$ cat src/glue_pkg.sv
// Package of constants and carrier types for the CPU-to-peripheral glue logic
package glue_pkg;

    // Default wait-state counts for the faster peripheral grade
    localparam int RD_WAITS_DEF      = 1;
    localparam int WR_WAITS_DEF      = 1;
    // Acknowledge shift register length and default tap for read/wait release
    localparam int ACK_SR_LEN_DEF    = 8;
    localparam int ACK_RD_TAP_DEF    = 3;
    localparam int WAIT_CNT_W        = 4;
    localparam logic [WAIT_CNT_W-1:0] WAIT_CNT_ZERO = 4'h0;

    // CPU bus strobes, all active low, as seen after synchronisation
    typedef struct packed {
        logic opcode_fetch_n;
        logic memory_request_n;
        logic io_request_n;
        logic rd_n;
        logic wr_n;
    } cpu_strobes_t;

    // Strobes to the peripheral family, active low
    typedef struct packed {
        logic irq_ack_strobe_n;
        logic rd_n;
        logic wr_n;
    } periph_strobes_t;

    typedef enum logic [3:0] {
        IO_IDLE  = 4'b0001,
        IO_SETUP = 4'b0010,
        IO_WAIT  = 4'b0100,
        IO_HOLD  = 4'b1000
    } io_state_t;

endpackage

$ cat src/cpu_periph_glue.sv
// CPU-to-peripheral glue: delayed I/O strobes, wait generator, interrupt acknowledge
//
// Functional notes
// RULE1: Peripheral read strobe falls on a system clock rising edge, after address setup.
// RULE2: Peripheral write strobe falls on a system clock rising edge, after setup.
// RULE3: I/O read holds CPU in wait until peripheral read data is valid.
// RULE4: Slower grade with delayed write: two extra wait states per I/O write.
// RULE5: Faster grade with delayed read: one extra wait state per I/O read.
// RULE6: Faster grade with delayed write: one extra wait state per I/O write.
// RULE7: Same wait count may be used for reads and writes.
// RULE8: Waits apply to every I/O cycle or only peripheral-family cycles.
// RULE9: Acknowledge strobe is synchronised to the peripheral clock when clocks differ.
// RULE10: Glue creates both acknowledge strobe and read strobe during acknowledge.
// RULE11: Wait stays active until the interrupt vector is valid.
// RULE12: Delay between acknowledge and read lets the daisy chain settle.
// RULE13: No return-from-interrupt opcode decoding is performed.
// RULE14: Peripherals clear in-service flag only on a software reset command.
// RULE15: One shift register yields acknowledge, read strobe and wait from chosen stages.
// RULE16: Acknowledge detected at T2 rising edge: opcode fetch active, memory request idle.
// RULE17: Outside acknowledge, shift register cleared; peripheral strobes follow CPU strobes.
// RULE18: During system reset, peripheral read and write strobes are driven together.
// RULE19: Each chip enable is decoded address gated by the I/O request strobe.
// RULE20: Wait counts and read/wait tap are build-time parameters.
// RULE21: Opcode fetch release ends acknowledge: strobes, wait and shift register cleared.
`timescale 1ns/1ps

module cpu_periph_glue
    import glue_pkg::*;
#(
    parameter int RD_WAITS   = RD_WAITS_DEF,   // [RULE20]
    parameter int WR_WAITS   = WR_WAITS_DEF,   // [RULE20]
    parameter int ACK_SR_LEN = ACK_SR_LEN_DEF,
    parameter int ACK_RD_TAP = ACK_RD_TAP_DEF, // [RULE20]
    parameter int NUM_CE     = 4
) (
    input  wire logic              clk,
    input  wire logic              rst_n,
    input  wire logic              opcode_fetch_strobe_n,
    input  wire logic              memory_request_strobe_n,
    input  wire logic              io_request_strobe_n,
    input  wire logic              cpu_rd_n,
    input  wire logic              cpu_wr_n,
    input  wire logic [NUM_CE-1:0] addr_decode,
    input  wire logic              waits_family_only,
    input  wire logic              system_wait_n,
    output logic                   periph_rd_n,
    output logic                   periph_wr_n,
    output logic                   irq_ack_strobe_n,
    output logic [NUM_CE-1:0]      periph_ce_n,
    output logic                   cpu_wait_n
);

    // Elaboration checks: a count wider than the counter would silently wrap
    if (RD_WAITS < 0 || RD_WAITS >= (1 << WAIT_CNT_W) ||
        WR_WAITS < 0 || WR_WAITS >= (1 << WAIT_CNT_W)) begin : g_bad_waits
        $error("wait-state count out of range");
    end
    if (ACK_RD_TAP < 1 || ACK_RD_TAP >= ACK_SR_LEN) begin : g_bad_tap
        $error("acknowledge tap must lie inside the shift register");
    end
    if (NUM_CE < 1) begin : g_bad_ce
        $error("need at least one chip enable");
    end

    // Two-flop synchronisers for the CPU pins; the peripheral clock is this clock
    cpu_strobes_t       pins_in;
    cpu_strobes_t       meta_reg;
    cpu_strobes_t       sync_reg;
    logic [NUM_CE-1:0]  dec_meta_reg;
    logic [NUM_CE-1:0]  dec_sync_reg;
    logic               fam_meta_reg;
    logic               fam_sync_reg;
    logic               wait_meta_reg;
    logic               wait_sync_reg;

    assign pins_in = '{opcode_fetch_n:   opcode_fetch_strobe_n,
                       memory_request_n: memory_request_strobe_n,
                       io_request_n:     io_request_strobe_n,
                       rd_n:             cpu_rd_n,
                       wr_n:             cpu_wr_n};

    always_ff @(posedge clk or negedge rst_n) begin
        if (!rst_n) begin
            meta_reg <= '1;
            sync_reg <= '1;
        end else begin
            meta_reg <= pins_in;
            sync_reg <= meta_reg;
        end
    end

    // Decode idles at zero so no chip enable pulses straight out of reset
    always_ff @(posedge clk or negedge rst_n) begin
        if (!rst_n) begin
            dec_meta_reg <= '0;
            dec_sync_reg <= '0;
        end else begin
            dec_meta_reg <= addr_decode;
            dec_sync_reg <= dec_meta_reg;
        end
    end

    always_ff @(posedge clk or negedge rst_n) begin
        if (!rst_n) begin
            fam_meta_reg <= 1'b0;
            fam_sync_reg <= 1'b0;
        end else begin
            fam_meta_reg <= waits_family_only;
            fam_sync_reg <= fam_meta_reg;
        end
    end

    // Outside wait idles released, so reset never stalls the CPU
    always_ff @(posedge clk or negedge rst_n) begin
        if (!rst_n) begin
            wait_meta_reg <= 1'b1;
            wait_sync_reg <= 1'b1;
        end else begin
            wait_meta_reg <= system_wait_n;
            wait_sync_reg <= wait_meta_reg;
        end
    end

    // Interrupt acknowledge: detection and shift register
    // Early detect at T2 avoids waiting for the late I/O request of the acknowledge.
    logic                  m1_act;
    logic                  ack_detect;
    logic                  synced_ack_detect_reg;
    logic [ACK_SR_LEN-1:0] ack_sr_reg;
    logic [ACK_SR_LEN-1:0] ack_sr_next;
    logic                  ack_rd_tap;

    assign m1_act     = ~sync_reg.opcode_fetch_n;
    assign ack_detect = m1_act & sync_reg.memory_request_n;                 // [RULE16] [RULE13]
    // Registering the detect on this clock is the sync to the peripheral clock
    // Stage 0 feeds back so the chain stays filled until opcode fetch releases
    assign ack_sr_next = m1_act ? {ack_sr_reg[ACK_SR_LEN-2:0],
                                   synced_ack_detect_reg | ack_sr_reg[0]}
                                : '0;                                        // [RULE17] [RULE21]
    assign ack_rd_tap  = ack_sr_reg[ACK_RD_TAP];                             // [RULE12]

    always_ff @(posedge clk or negedge rst_n) begin
        if (!rst_n) begin
            synced_ack_detect_reg <= 1'b0;
        end else begin
            synced_ack_detect_reg <= ack_detect & ~ack_sr_reg[0];            // [RULE9]
        end
    end

    always_ff @(posedge clk or negedge rst_n) begin
        if (!rst_n) begin
            ack_sr_reg <= '0;
        end else begin
            ack_sr_reg <= ack_sr_next;                                       // [RULE15]
        end
    end

    // Sticky: once set, the chain of ones stays filled while opcode fetch holds
    logic ack_active;
    assign ack_active = ack_sr_reg[0];

    // I/O cycle wait generator
    logic                  io_cycle;
    logic                  io_rd;
    logic                  io_wr;
    logic                  family_hit;
    logic                  waits_apply;
    logic [WAIT_CNT_W-1:0] wait_load;
    io_state_t             io_state_reg;
    io_state_t             io_state_next;
    logic [WAIT_CNT_W-1:0] wait_cnt_reg;
    logic [WAIT_CNT_W-1:0] wait_cnt_next;
    logic                  strobe_en_reg;
    logic                  strobe_en_next;

    assign io_cycle    = ~sync_reg.io_request_n & ~m1_act;
    assign io_rd       = io_cycle & ~sync_reg.rd_n;
    assign io_wr       = io_cycle & ~sync_reg.wr_n;
    assign family_hit  = |dec_sync_reg;
    assign waits_apply = ~fam_sync_reg | family_hit;                         // [RULE8]
    // Separate read/write counts; equal defaults keep a single-count build simple
    assign wait_load   = io_wr ? WAIT_CNT_W'(WR_WAITS)                       // [RULE4] [RULE6]
                               : WAIT_CNT_W'(RD_WAITS);                      // [RULE5] [RULE7]

    always_comb begin
        io_state_next  = io_state_reg;
        wait_cnt_next  = wait_cnt_reg;
        strobe_en_next = strobe_en_reg;
        case (io_state_reg)
            IO_IDLE: begin
                strobe_en_next = 1'b0;
                if (io_rd | io_wr) begin
                    io_state_next = IO_SETUP;
                    wait_cnt_next = waits_apply ? wait_load : WAIT_CNT_ZERO;
                end
            end
            IO_SETUP: begin
                // Strobe is released on a clock rising edge, one clock after detection
                strobe_en_next = 1'b1;                                       // [RULE1] [RULE2]
                io_state_next  = (wait_cnt_reg == WAIT_CNT_ZERO) ? IO_HOLD : IO_WAIT;
            end
            IO_WAIT: begin
                wait_cnt_next = wait_cnt_reg - 1'b1;                         // [RULE3]
                if (wait_cnt_reg == 4'h1)
                    io_state_next = IO_HOLD;
            end
            IO_HOLD: begin
                if (~(io_rd | io_wr)) begin
                    io_state_next  = IO_IDLE;
                    strobe_en_next = 1'b0;
                end
            end
            default: begin
                io_state_next  = IO_IDLE;
                wait_cnt_next  = WAIT_CNT_ZERO;
                strobe_en_next = 1'b0;
            end
        endcase
    end

    always_ff @(posedge clk or negedge rst_n) begin
        if (!rst_n) begin
            io_state_reg <= IO_IDLE;
        end else begin
            io_state_reg <= io_state_next;
        end
    end

    always_ff @(posedge clk or negedge rst_n) begin
        if (!rst_n) begin
            wait_cnt_reg <= WAIT_CNT_ZERO;
        end else begin
            wait_cnt_reg <= wait_cnt_next;
        end
    end

    always_ff @(posedge clk or negedge rst_n) begin
        if (!rst_n) begin
            strobe_en_reg <= 1'b0;
        end else begin
            strobe_en_reg <= strobe_en_next;
        end
    end

    // Wait is driven before the CPU samples it: the state is known from detection
    logic io_wait;
    assign io_wait = ((io_state_reg == IO_IDLE) & (io_rd | io_wr) & waits_apply &
                      (wait_load != WAIT_CNT_ZERO)) |
                     (io_state_reg == IO_SETUP & wait_cnt_reg != WAIT_CNT_ZERO) |
                     (io_state_reg == IO_WAIT);                              // [RULE3]

    // Output stage: every output straight from a flop
    logic              rd_next;
    logic              wr_next;
    logic              ack_next;
    logic              wait_next;
    logic [NUM_CE-1:0] ce_next;
    logic              io_req_act;

    assign rd_next   = ~((io_rd & strobe_en_next) | ack_rd_tap);             // [RULE10]
    assign wr_next   = ~(io_wr & strobe_en_next);                            // [RULE17]
    assign ack_next  = ~ack_active;                                          // [RULE10]
    // Wait held from acknowledge until the read tap is reached, i.e. vector valid
    assign wait_next = ~(io_wait | (ack_active & ~ack_rd_tap) |
                         (synced_ack_detect_reg & ~ack_active)) &
                       wait_sync_reg;                                        // [RULE11]
    assign io_req_act = ~sync_reg.io_request_n;

    // One enable per peripheral; each is its decode gated by the I/O request
    for (genvar ch = 0; ch < NUM_CE; ch++) begin : g_ce
        assign ce_next[ch] = ~(dec_sync_reg[ch] & io_req_act);              // [RULE19]
    end

    // Both strobes low together is the peripheral reset indication
    always_ff @(posedge clk or negedge rst_n) begin
        if (!rst_n) begin
            periph_rd_n <= 1'b0;                                             // [RULE18]
        end else begin
            periph_rd_n <= rd_next;
        end
    end

    always_ff @(posedge clk or negedge rst_n) begin
        if (!rst_n) begin
            periph_wr_n <= 1'b0;                                             // [RULE18]
        end else begin
            periph_wr_n <= wr_next;
        end
    end

    always_ff @(posedge clk or negedge rst_n) begin
        if (!rst_n) begin
            irq_ack_strobe_n <= 1'b1;
        end else begin
            irq_ack_strobe_n <= ack_next;                                    // [RULE15]
        end
    end

    always_ff @(posedge clk or negedge rst_n) begin
        if (!rst_n) begin
            periph_ce_n <= '1;
        end else begin
            periph_ce_n <= ce_next;
        end
    end

    always_ff @(posedge clk or negedge rst_n) begin
        if (!rst_n) begin
            cpu_wait_n <= 1'b1;
        end else begin
            cpu_wait_n <= wait_next;                                         // [RULE15]
        end
    end

endmodule // cpu_periph_glue

$ cat config.mk
export PLATFORM = sky130hd
export DESIGN_NAME = cpu_periph_glue
export DESIGN_NICKNAME = d
export VERILOG_FILES = /design/src/glue_pkg.sv /design/src/cpu_periph_glue.sv
export SDC_FILE = /design/constraint.sdc
export NUM_CORES = 1
export LEC_CHECK = 0
export ABC_AREA = 1
export BUFFER_PORTS_ARGS = -buffer_cell sky130_fd_sc_hd__buf_2
export CORE_ASPECT_RATIO = 0.8
export CORE_MARGIN = 1
export CORE_UTILIZATION = 50
export CTS_CLUSTER_DIAMETER = 150
export DETAILED_ROUTE_END_ITERATION = 6
export GPL_TIMING_DRIVEN = 0
export PLACE_DENSITY = 0.69
export SETUP_SLACK_MARGIN = 0.02
export SLEW_MARGIN = 0
export SYNTH_ARGS = -nofsm -noshare
export SYNTH_HDL_FRONTEND = slang
export SYNTH_SLANG_ARGS = --single-unit
$ cat constraint.sdc
create_clock -name clk -period 2 [get_ports clk]
set_clock_uncertainty 0.1 [all_clocks]
set_input_delay 0.1 -clock clk [delete_from_list [all_inputs] [get_ports clk]]
set_output_delay 0.1 -clock clk [all_outputs]
set_load 0.03 [all_outputs]
== After elaboration in Yosys (flattened, before gate mapping) ==
Index checks and enable logic that the tools add are counted.
Storage, ports and cells
  flip-flop bits (word level): 44
  input bits: 13
  word-level logic and storage cells: 92
Operators by class
  add/subtract/negate cells: 1
  eq/ne operators: 8
  muxes and demuxes: 11
  bitwise operators: 40
  reduce and logical (&&, ||, !) cells: 6
Operators with widths (number)
  4-bit two-way mux: 6
  1-bit AND: 17
  4-bit one-hot mux with 4 select lines: 1
  1-bit NOT: 15
  4-bit one-hot mux with 3 select lines: 1
  4-bit by 1-bit equality test with 1-bit output, second input constant: 2
  1-bit bitwise OR: 8
  2-bit inequality test, second input constant: 3
  4-bit by 2-bit equality test with 1-bit output, second input constant: 1
  4-bit by 3-bit equality test with 1-bit output, second input constant: 1
  4-bit equality test, second input constant: 1
  4-bit zero test: 1
  4-bit nonzero test: 1
  4-bit OR reduction: 1
  4-bit by 1-bit subtractor with 4-bit output, second input constant: 1
  1-bit one-hot mux with 3 select lines: 1
  3-bit AND reduction: 1
  1-bit two-way mux: 2
  2-bit AND reduction: 1
  2-bit OR reduction: 1

== Longest topological paths before layout ==
Gate-level depths: netlist (run 1).
  word-level depth: 12
  depth in mapped cells: 8

== Worst setup path before layout (run 1) ==
Ideal clock, no wire load.
  path type: flip-flop to flip-flop
  start point: reg io_state_reg[0]
  end point: reg strobe_en_reg
  arrival time: 1.055 ns
  setup slack: 0.726 ns
  stages on the path, launching flop included: 6
  path buffers: 0
  clock period less this slack: 1.274 ns
  path through: dfstp_2 > inv_1 > nand2_1 > nor2_1 > or2_4 > and2_1
Between the ends
  word-level cells in the longest chain between the ends: 2
Ends and longest elaborated chain
  from (decl): line cpu_periph_glue.sv:169  | io_state_t io_state_reg;
  from (signal assigned): line cpu_periph_glue.sv:225  | io_state_reg <= io_state_next;
  4-bit equality test, or another cell as far along: line cpu_periph_glue.sv:189  | case (io_state_reg)
  1-bit one-hot mux with 3 select lines *: line cpu_periph_glue.sv:189
  via strobe_en_next: line cpu_periph_glue.sv:174  | logic strobe_en_next;
  to (signal assigned): line cpu_periph_glue.sv:241  | strobe_en_reg <= strobe_en_next;
  to (decl): line cpu_periph_glue.sv:173  | logic strobe_en_reg;
The timed path passes the listed nets; every way through them passes the cells marked *.
A chain may end at the register's enable or synchronous reset.

== Worst setup path after layout (run 1) ==
  start point: reg sync_reg[4] in the netlist's numbering
  end point: reg periph_rd_n
Between the ends
  word-level cells in the longest chain between the ends: 8
Ends and longest elaborated chain
  from (decl): line cpu_periph_glue.sv:68  | cpu_strobes_t sync_reg;
  from (signal assigned): line cpu_periph_glue.sv:88  | sync_reg <= meta_reg;
  1-bit AND *: line cpu_periph_glue.sv:176  | assign io_cycle = ~sync_reg.io_request_n & ~m1_act;
  1-bit AND (on tied branches): line cpu_periph_glue.sv:177, cpu_periph_glue.sv:178
  1-bit bitwise OR: line cpu_periph_glue.sv:208  | if (~(io_rd | io_wr)) begin
  1-bit two-way mux: line cpu_periph_glue.sv:208
  1-bit one-hot mux with 3 select lines: line cpu_periph_glue.sv:189
  1-bit AND *: line cpu_periph_glue.sv:260  | assign rd_next = ~((io_rd & strobe_en_next) | ack_rd_tap);
  1-bit bitwise OR *: line cpu_periph_glue.sv:260
  1-bit NOT *: line cpu_periph_glue.sv:260
  via rd_next: line cpu_periph_glue.sv:253  | logic rd_next;
  to (signal assigned): line cpu_periph_glue.sv:279  | periph_rd_n <= rd_next;
  to (decl): line cpu_periph_glue.sv:46  | output logic periph_rd_n,
Marks and branches as above.

==> results of run 1 <==
-- cell usage in the layout (no fill, tap or decap) --
cell and n:
clkbuf_1 1, nor2_2 6, dfrtp_1 25, ha_1 3, nor2_1 15, nand2_2 2, clkinvlp_4 1, nor2_4 1
o31ai_1 1, a21oi_1 1, a21oi_2 1, o21ai_1 5, nand3_2 2, dfstp_2 19, nand3_1 9, or2_4 1
inv_1 19, xor2_1 1, clkbuf_8 5, nand4_1 3, o21ai_0 3, and2_1 1, buf_2 20, nand2_1 25
clkinv_2 1, dlygate4sd3_1 12
-- stage by stage --
stage | power (W) | instances | hold slack, ps | setup WS, ps | cell area, um^2
finish | 0.001936 | 223 | 247.6 | 636.9 | 1969
global route | 0.002059 | 223 | 260.3 | 510.2 | 1969
CTS | 0.001958 | 223 | 253.1 | 631.0 | 1969
detailed placement | 0.001411 | 203 | 106.1 | 643.2 | 1764
global placement | 0.001389 | 203 | 104.6 | 656.9 | 1764
floorplan | 0.001313 | 143 | -295.6 | 726.1 | 1614
-- cell type report --
class                      instances  share of cell area
inverter                          19             0.03621
clock inverter                     2            0.006353
clock buffer                       6             0.03685
multi-input combinational         80              0.2122
timing repair buffer              32              0.1118
sequential                        44              0.5712
tap                               40             0.02541
-- metal layers --
layer / vias to the layer above / GRT usage / wire (um)
li1: 520 / - / -
met1: 491 / 0.2020 / 1079
met2: 23 / 0.2698 / 1100
met3: 8 / 0.07826 / 133
met4: 0 / 0.08696 / 55
met5: - / 0 / 0
-- cells by family after synthesis --
logic type | Yosys count
xor+xnor | 1
fa+ha+maj | 3
buf+inv | 19
simple gates | 65
flops | 44
compound gates | 11
-- worst min path at each step --
| stage | start | end | slack [ps] |
|---|---|---|---|
| floorplan | rst_n | ack_sr_reg[0]$_DFF_PN0_ | -300 |
| global placement | cpu_wr_n | meta_reg[0]$_DFF_PN1_ | 100 |
| global route | meta_reg[2]$_DFF_PN1_ | sync_reg[2]$_DFF_PN1_ | 260 |
| finish | dec_meta_reg[2]$_DFF_PN0_ | dec_sync_reg[2]$_DFF_PN0_ | 250 |
| detailed placement | memory_request_strobe_n | meta_reg[3]$_DFF_PN1_ | 110 |
| CTS | meta_reg[2]$_DFF_PN1_ | sync_reg[2]$_DFF_PN1_ | 250 |
-- power groups by stage --
stage,sequential (W),clock [W],combinational (W)
2_1_floorplan,0.00105,0,0.000261
3_3_place_gp,0.00104,0,0.000353
3_5_place_dp,0.00104,0,0.000370
4_1_cts,0.00103,0.000544,0.000389
5_1_grt,0.00103,0.000580,0.000445
6_report,0.00103,0.000524,0.000386
-- critical path, stage by stage, from the launching register on --
cell	delay (ps)
dfstp_2	600
nand2_2	80
a21oi_2	150
nand2_1	110
nand2_2	90
nand3_2	60
nand2_1	50
inv_1	30
==> impl_metrics.json, run 1 <==
{
  "run_status": "complete, no violations",
  "max_clock_freq_mhz": 733.6,
  "start_util": 0.5231,
  "gp_congestion": 0.8680,
  "drv_slew": 0,
  "synth_xor_area_frac": 0.005426,
  "grt_max_degree": 45,
  "synth_fa_ha_area_frac": 0.02326,
  "first_pass_iters": 4,
  "fin_nets": 198,
  "grt_use_total": 0.1726,
  "finalWirelength_um": 2368,
  "die_area_mm2": 0.003461,
  "arrival_ps": 1460,
  "r2r_cells": 7,
  "grt_pass1_wl_um": 4071,
  "placementRows": 18,
  "finalSetupTns_ps": 0,
  "hold_buffers": 12,
  "synthTopCellsByCount": "dfrtp_1 (25), nand2_1 (25), dfstp_2 (19), inv_1 (19), nor2_1 (15)",
  "p_leak_nw": 0.9241,
  "muxShareOfSynthArea": 0,
  "cts_inserted_buffers": 5,
  "crit-reg2reg-launch": "sync_reg[4]$_DFF_PN1_",
  "hpwl_um": 1628,
  "port_buffers": 20,
  "critPathRequiredTime_ps": 2100,
  "register_area_mm2": 0.001125,
  "ant_nets": 0,
  "power-per-cell-area_mw_per_mm2": 982.9,
  "synthTopCellsByArea": "dfrtp_1 (39%), dfstp_2 (31%), nand2_1 (5.8%)",
  "seqPwrFrac": 0.530,
  "cts.root.buffer_cell": "clkbuf_8",
  "area_delta_synth_final_pct": 22.02,
  "viasPerCell": 4.673,
  "multiInputGateArea_um2": 417.9,
  "die_h_um": 52.82,
  "endpoint_kind": "register",
  "cts.sink_count": 44,
  "synth.avg_cell_area_um2": 11.29,
  "cp-startpoint": "sync_reg[4]$_DFF_PN1_",
  "ys_seq_area_frac": 0.6969,
  "nFillCells": 229,
  "synth_seq_cells": 44,
  "layout-drive-gt1-share": 0.3224,
  "r2r_setup_slack_ps": 640,
  "r2r_end": "periph_rd_n$_DFF_PN0_",
  "clk_latency_ps": 290,
  "yosys.area.top_type": "dfrtp_1",
  "synth_top_family_by_area": "simple AND/OR/NAND/NOR gates",
  "setup_viol": 0,
  "cap_violations": 0,
  "async_flop_share": 1.000,
  "synth_compound_area_frac": 0.03798,
  "antenna_found_initial": 0,
  "synth_top_area_frac": 0.3876,
  "vias": 1042,
  "finalHoldViolations": 0,
  "synth_ff_type": "dfrtp_1",
  "p_switching_w": 0.0005642,
  "max_slew.worst_pin.slew_ps": 886.8,
  "p_comb_frac": 0.200,
  "slew-limit-headroom": 0.4088,
  "cts_resized": 0,
  "hp-class": "register to register",
  "die_x_um": 65.52,
  "p_sw_frac": 0.2915,
  "clkTransAtPathRegs_ps": 80,
  "antennaDiodeCount": 0,
  "post_cts_buffers": 0,
  "whs_path_depth": 0,
  "coreArea_mm2": 0.003085,
  "synthSimpleGateAreaFrac": 0.1922,
  "grt_pass1_vias": 981,
  "cp_max_fo": 7,
  "crit_path_end": "periph_rd_n$_DFF_PN0_",
  "power_frac_clock": 0.271,
  "wl_per_cell_um": 10.62,
  "ys_warn_count": 0,
  "period_share": 0.6815,
  "crit_type": "register to register",
  "syn_inst": 143,
  "internal_power_w": 0.001372,
  "drc": 0,
  "fin_util": 0.6383,
  "grt-ovfl-total": 0,
  "startpoint_type": "register",
  "yosysUniqueCellTypes": 20,
  "drtIter0Drc": 24,
  "post-route-min-period_ps": 1363,
  "cts.htree.levels": 2,
  "ir_drop_v": 0.0007091,
  "clockBufferDepth": 2,
  "cts_tree": "built",
  "grt_setup_unrepaired": "false",
  "io_pins": 21,
  "synth_fp_nets": 159,
  "synth_edf_count": 0,
  "syn_area_mm2": 0.001614
}
No activity file was read; power rests on OpenSTA's default activity.
==> inputs of run 2 (changes only) <==
- ABC_AREA: 1 -> 0
- clock period: 2 -> 1.3 ns (I/O delays scaled with it)
==> run 2 against run 1 <==
- the run now ends with setup timing left
- sequential power grew 48%
- area after synthesis shrank 2.9%
- highest routed layer unchanged
- design area grew 12%
- final cell count shrank 8.1%
- clock power grew 54%
- largest cell class unchanged
==> impl_metrics.json, run 2 <==
{
  "synth_top_area_frac": 0.3990,
  "hp-class": "input pin to asynchronous set/reset pin",
  "grt-ovfl-total": 0,
  "period_share": 1.350,
  "cap_violations": 0,
  "clkTransAtPathRegs_ps": 80,
  "fin_area_mm2": 0.002205,
  "die_x_um": 64.61,
  "grt_max_degree": 45,
  "setup_viol": 12,
  "max_slew.worst_pin.slew_ps": 560.6,
  "coreArea_mm2": 0.002872,
  "run_status": "complete, but fails checks",
  "synth.most_common_cell": "dfrtp_1",
  "cts.sink_count": 44,
  "drv_slew": 0,
  "hpwl_um": 1497,
  "synthTopCellsByCount": "dfrtp_1 (25), dfstp_2 (19), nor2_1 (8)",
  "ant_nets": 0,
  "synth.avg_cell_area_um2": 14.38,
  "synthTopCellsByArea": "dfrtp_1 (40%), dfstp_2 (32%), ha_1 (2.4%)",
  "worstPathCellList": "and2b_1 -> a31oi_2 -> o31a_1 -> or4_1",
  "cts.root.buffer_cell": "clkbuf_8",
  "vias": 1034,
  "violations": "setup timing",
  "wl_per_cell_um": 14.25,
  "io_pins": 21,
  "clockBufferDepth": 2,
  "viasPerCell": 5.044,
  "arrival_ps": 1820,
  "layout_common_cells": "dfrtp_1 (22), dfstp_2 (19), buf_2 (19), buf_4 (14), dlygate4sd3_1 (12)",
  "cts.htree.levels": 2,
  "critPathRequiredTime_ps": 1370,
  "cts_tree": "built",
  "antenna_found_initial": 0,
  "synth_ff_type": "dfrtp_1",
  "finalHoldViolations": 0,
  "place_ws_ps": -537.6,
  "ys_warn_count": 0,
  "grt_use_total": 0.2000,
  "max_clock_freq_mhz": 569.8,
  "yosysUniqueCellTypes": 35,
  "r2r_setup_slack_ps": -450,
  "startpoint_type": "register",
  "final_common_cell": "dfrtp_1",
  "crit_type": "register to register",
  "power-per-cell-area_mw_per_mm2": 1233,
  "drc": 0,
  "crit_path_max_incr_delay_ps": 460,
  "syn_inst": 109,
  "port_buffers": 20,
  "finalSetupTns_ps": -3534,
  "clk_latency_ps": 290,
  "synth_seq_cells": 44,
  "endpoint_kind": "register",
  "synth_fp_nets": 125,
  "cp_max_fo": 6,
  "placementRows": 17,
  "ys_seq_area_frac": 0.7175,
  "synth_edf_count": 0,
  "grt_pass1_wl_um": 4705,
  "fin_nets": 182,
  "slowest_stage": "dfrtp_2",
  "first_pass_iters": 4,
  "die_area_mm2": 0.003365,
  "grt_pass1_vias": 1068,
  "finalWirelength_um": 2921,
  "yosys.area.top_type": "dfrtp_1",
  "p_leak_nw": 0.9550,
  "die_h_um": 52.09,
  "layout-drive-gt1-share": 0.5210,
  "drtIter0Drc": 62,
  "post-route-min-period_ps": 1755,
  "ir_drop_v": 0.0008216,
  "grt_setup_unrepaired": "true",
  "crit-reg2reg-launch": "io_state_reg[2]$_DFFE_PN0P_",
  "setup_ws_ps": -454.9,
  "dpl-instance-area_mm2": 0.001752,
  "cts_inserted_buffers": 5,
  "slew-limit-headroom": 0.6263,
  "cp-startpoint": "io_state_reg[2]$_DFFE_PN0P_",
  "syn_area_mm2": 0.001568,
  "nFillCells": 182,
  "async_flop_share": 1.000,
  "start_util": 0.5460,
  "gp_congestion": 0.7955,
  "antennaDiodeCount": 0,
  "area_delta_synth_final_pct": 40.62
}
-- run 2: changes by cell type in the layout (fill, tap and decap cells not counted), moves of 4 or more --
cell      delta
nor2_2       -6
nand2_1     -22
nand3_1      -9
inv_1       -12
nor2_1       -7
buf_6        +4
buf_4       +14
nand2b_1     +6
-- run 2: logic make-up (layout without fill, tap and decap cells) --
logic type,count (synthesis),after routing,synth area share
flops,44,44,0.7175
mux,1,1,0.007182
simple gates,36,36,0.1389
compound gates,16,16,0.08140
buf+inv,9,67,0.03113
fa+ha+maj,3,3,0.02395
-- run 2: critical path, delay by kind of cell (launching register included) --
family	cells	cell delay, ps
compound gates	2	410
flops	1	460
simple gates	2	660
-- run 2: layout make-up --
| cell class | count | area, um^2 | share of cell area |
|---|---|---|---|
| Clock inverter | 2 | 12.51 | 0.005675 |
| Multi-Input combinational cell | 56 | 509.2 | 0.2310 |
| Timing Repair Buffer | 50 | 381.6 | 0.1731 |
| Buffer | 2 | 26.28 | 0.01192 |
| Clock buffer | 6 | 72.57 | 0.03292 |
| Sequential cell | 44 | 1129 | 0.5119 |
| Inverter | 7 | 26.28 | 0.01192 |
| Tap cell | 38 | 47.55 | 0.02157 |
-- run 2: routing by layer --
metal,GRT usage,wire [um],up-vias
met3,0.05702,107,10
met4,0.1370,70,0
met2,0.3281,1558,20
met1,0.2301,1184,518
li1,-,-,486
met5,0,0,-
-- run 2: what timing repair did --
item | in CTS | in global routing
endpoints found under the setup margin | 12 | 37
cloned | 0 | 0
resized for setup | 13 | 8
buffers inserted | 12 | 7
endpoints found under the hold margin | 36 | 0
pin swaps | 2 | 5
hold buffers | 12 | 0
-- run 2: worst paths after layout --
| path | to | cells after the start |
|---|---|---|
| hold / removal | dec_meta_reg[1]$_DFF_PN0_ | 2 |
| hold reg to reg | dec_sync_reg[2]$_DFF_PN0_ | 0 |
| setup reg to reg | periph_wr_n$_DFF_PN0_ | 4 |
| min in group clk | dec_sync_reg[2]$_DFF_PN0_ | 0 |
| setup / recovery | periph_wr_n$_DFF_PN0_ | 4 |
| max in group asynchronous | io_state_reg[3]$_DFFE_PN0P_ | 2 |
-- run 2: stage by stage --
stage	std cells	util	total power [W]	hold slack (ps)
after floorplan	109	-	0.001697	-330.6
after global placement	167	0.6100	0.001781	69.30
after detailed placement	167	0.6100	0.001788	71.14
after CTS	199	0.7399	0.002682	255.4
after global routing	205	0.7678	0.002832	259.5
final	205	0.7678	0.002719	222.8
-- run 2: power by group --
group	internal [W]	switching, W	total [W]
Sequential	0.00147	0.0000505	0.00152
Clock	0.000375	0.000433	0.000808
Combinational	0.000194	0.000201	0.000395
Total	0.00203	0.000684	0.00272
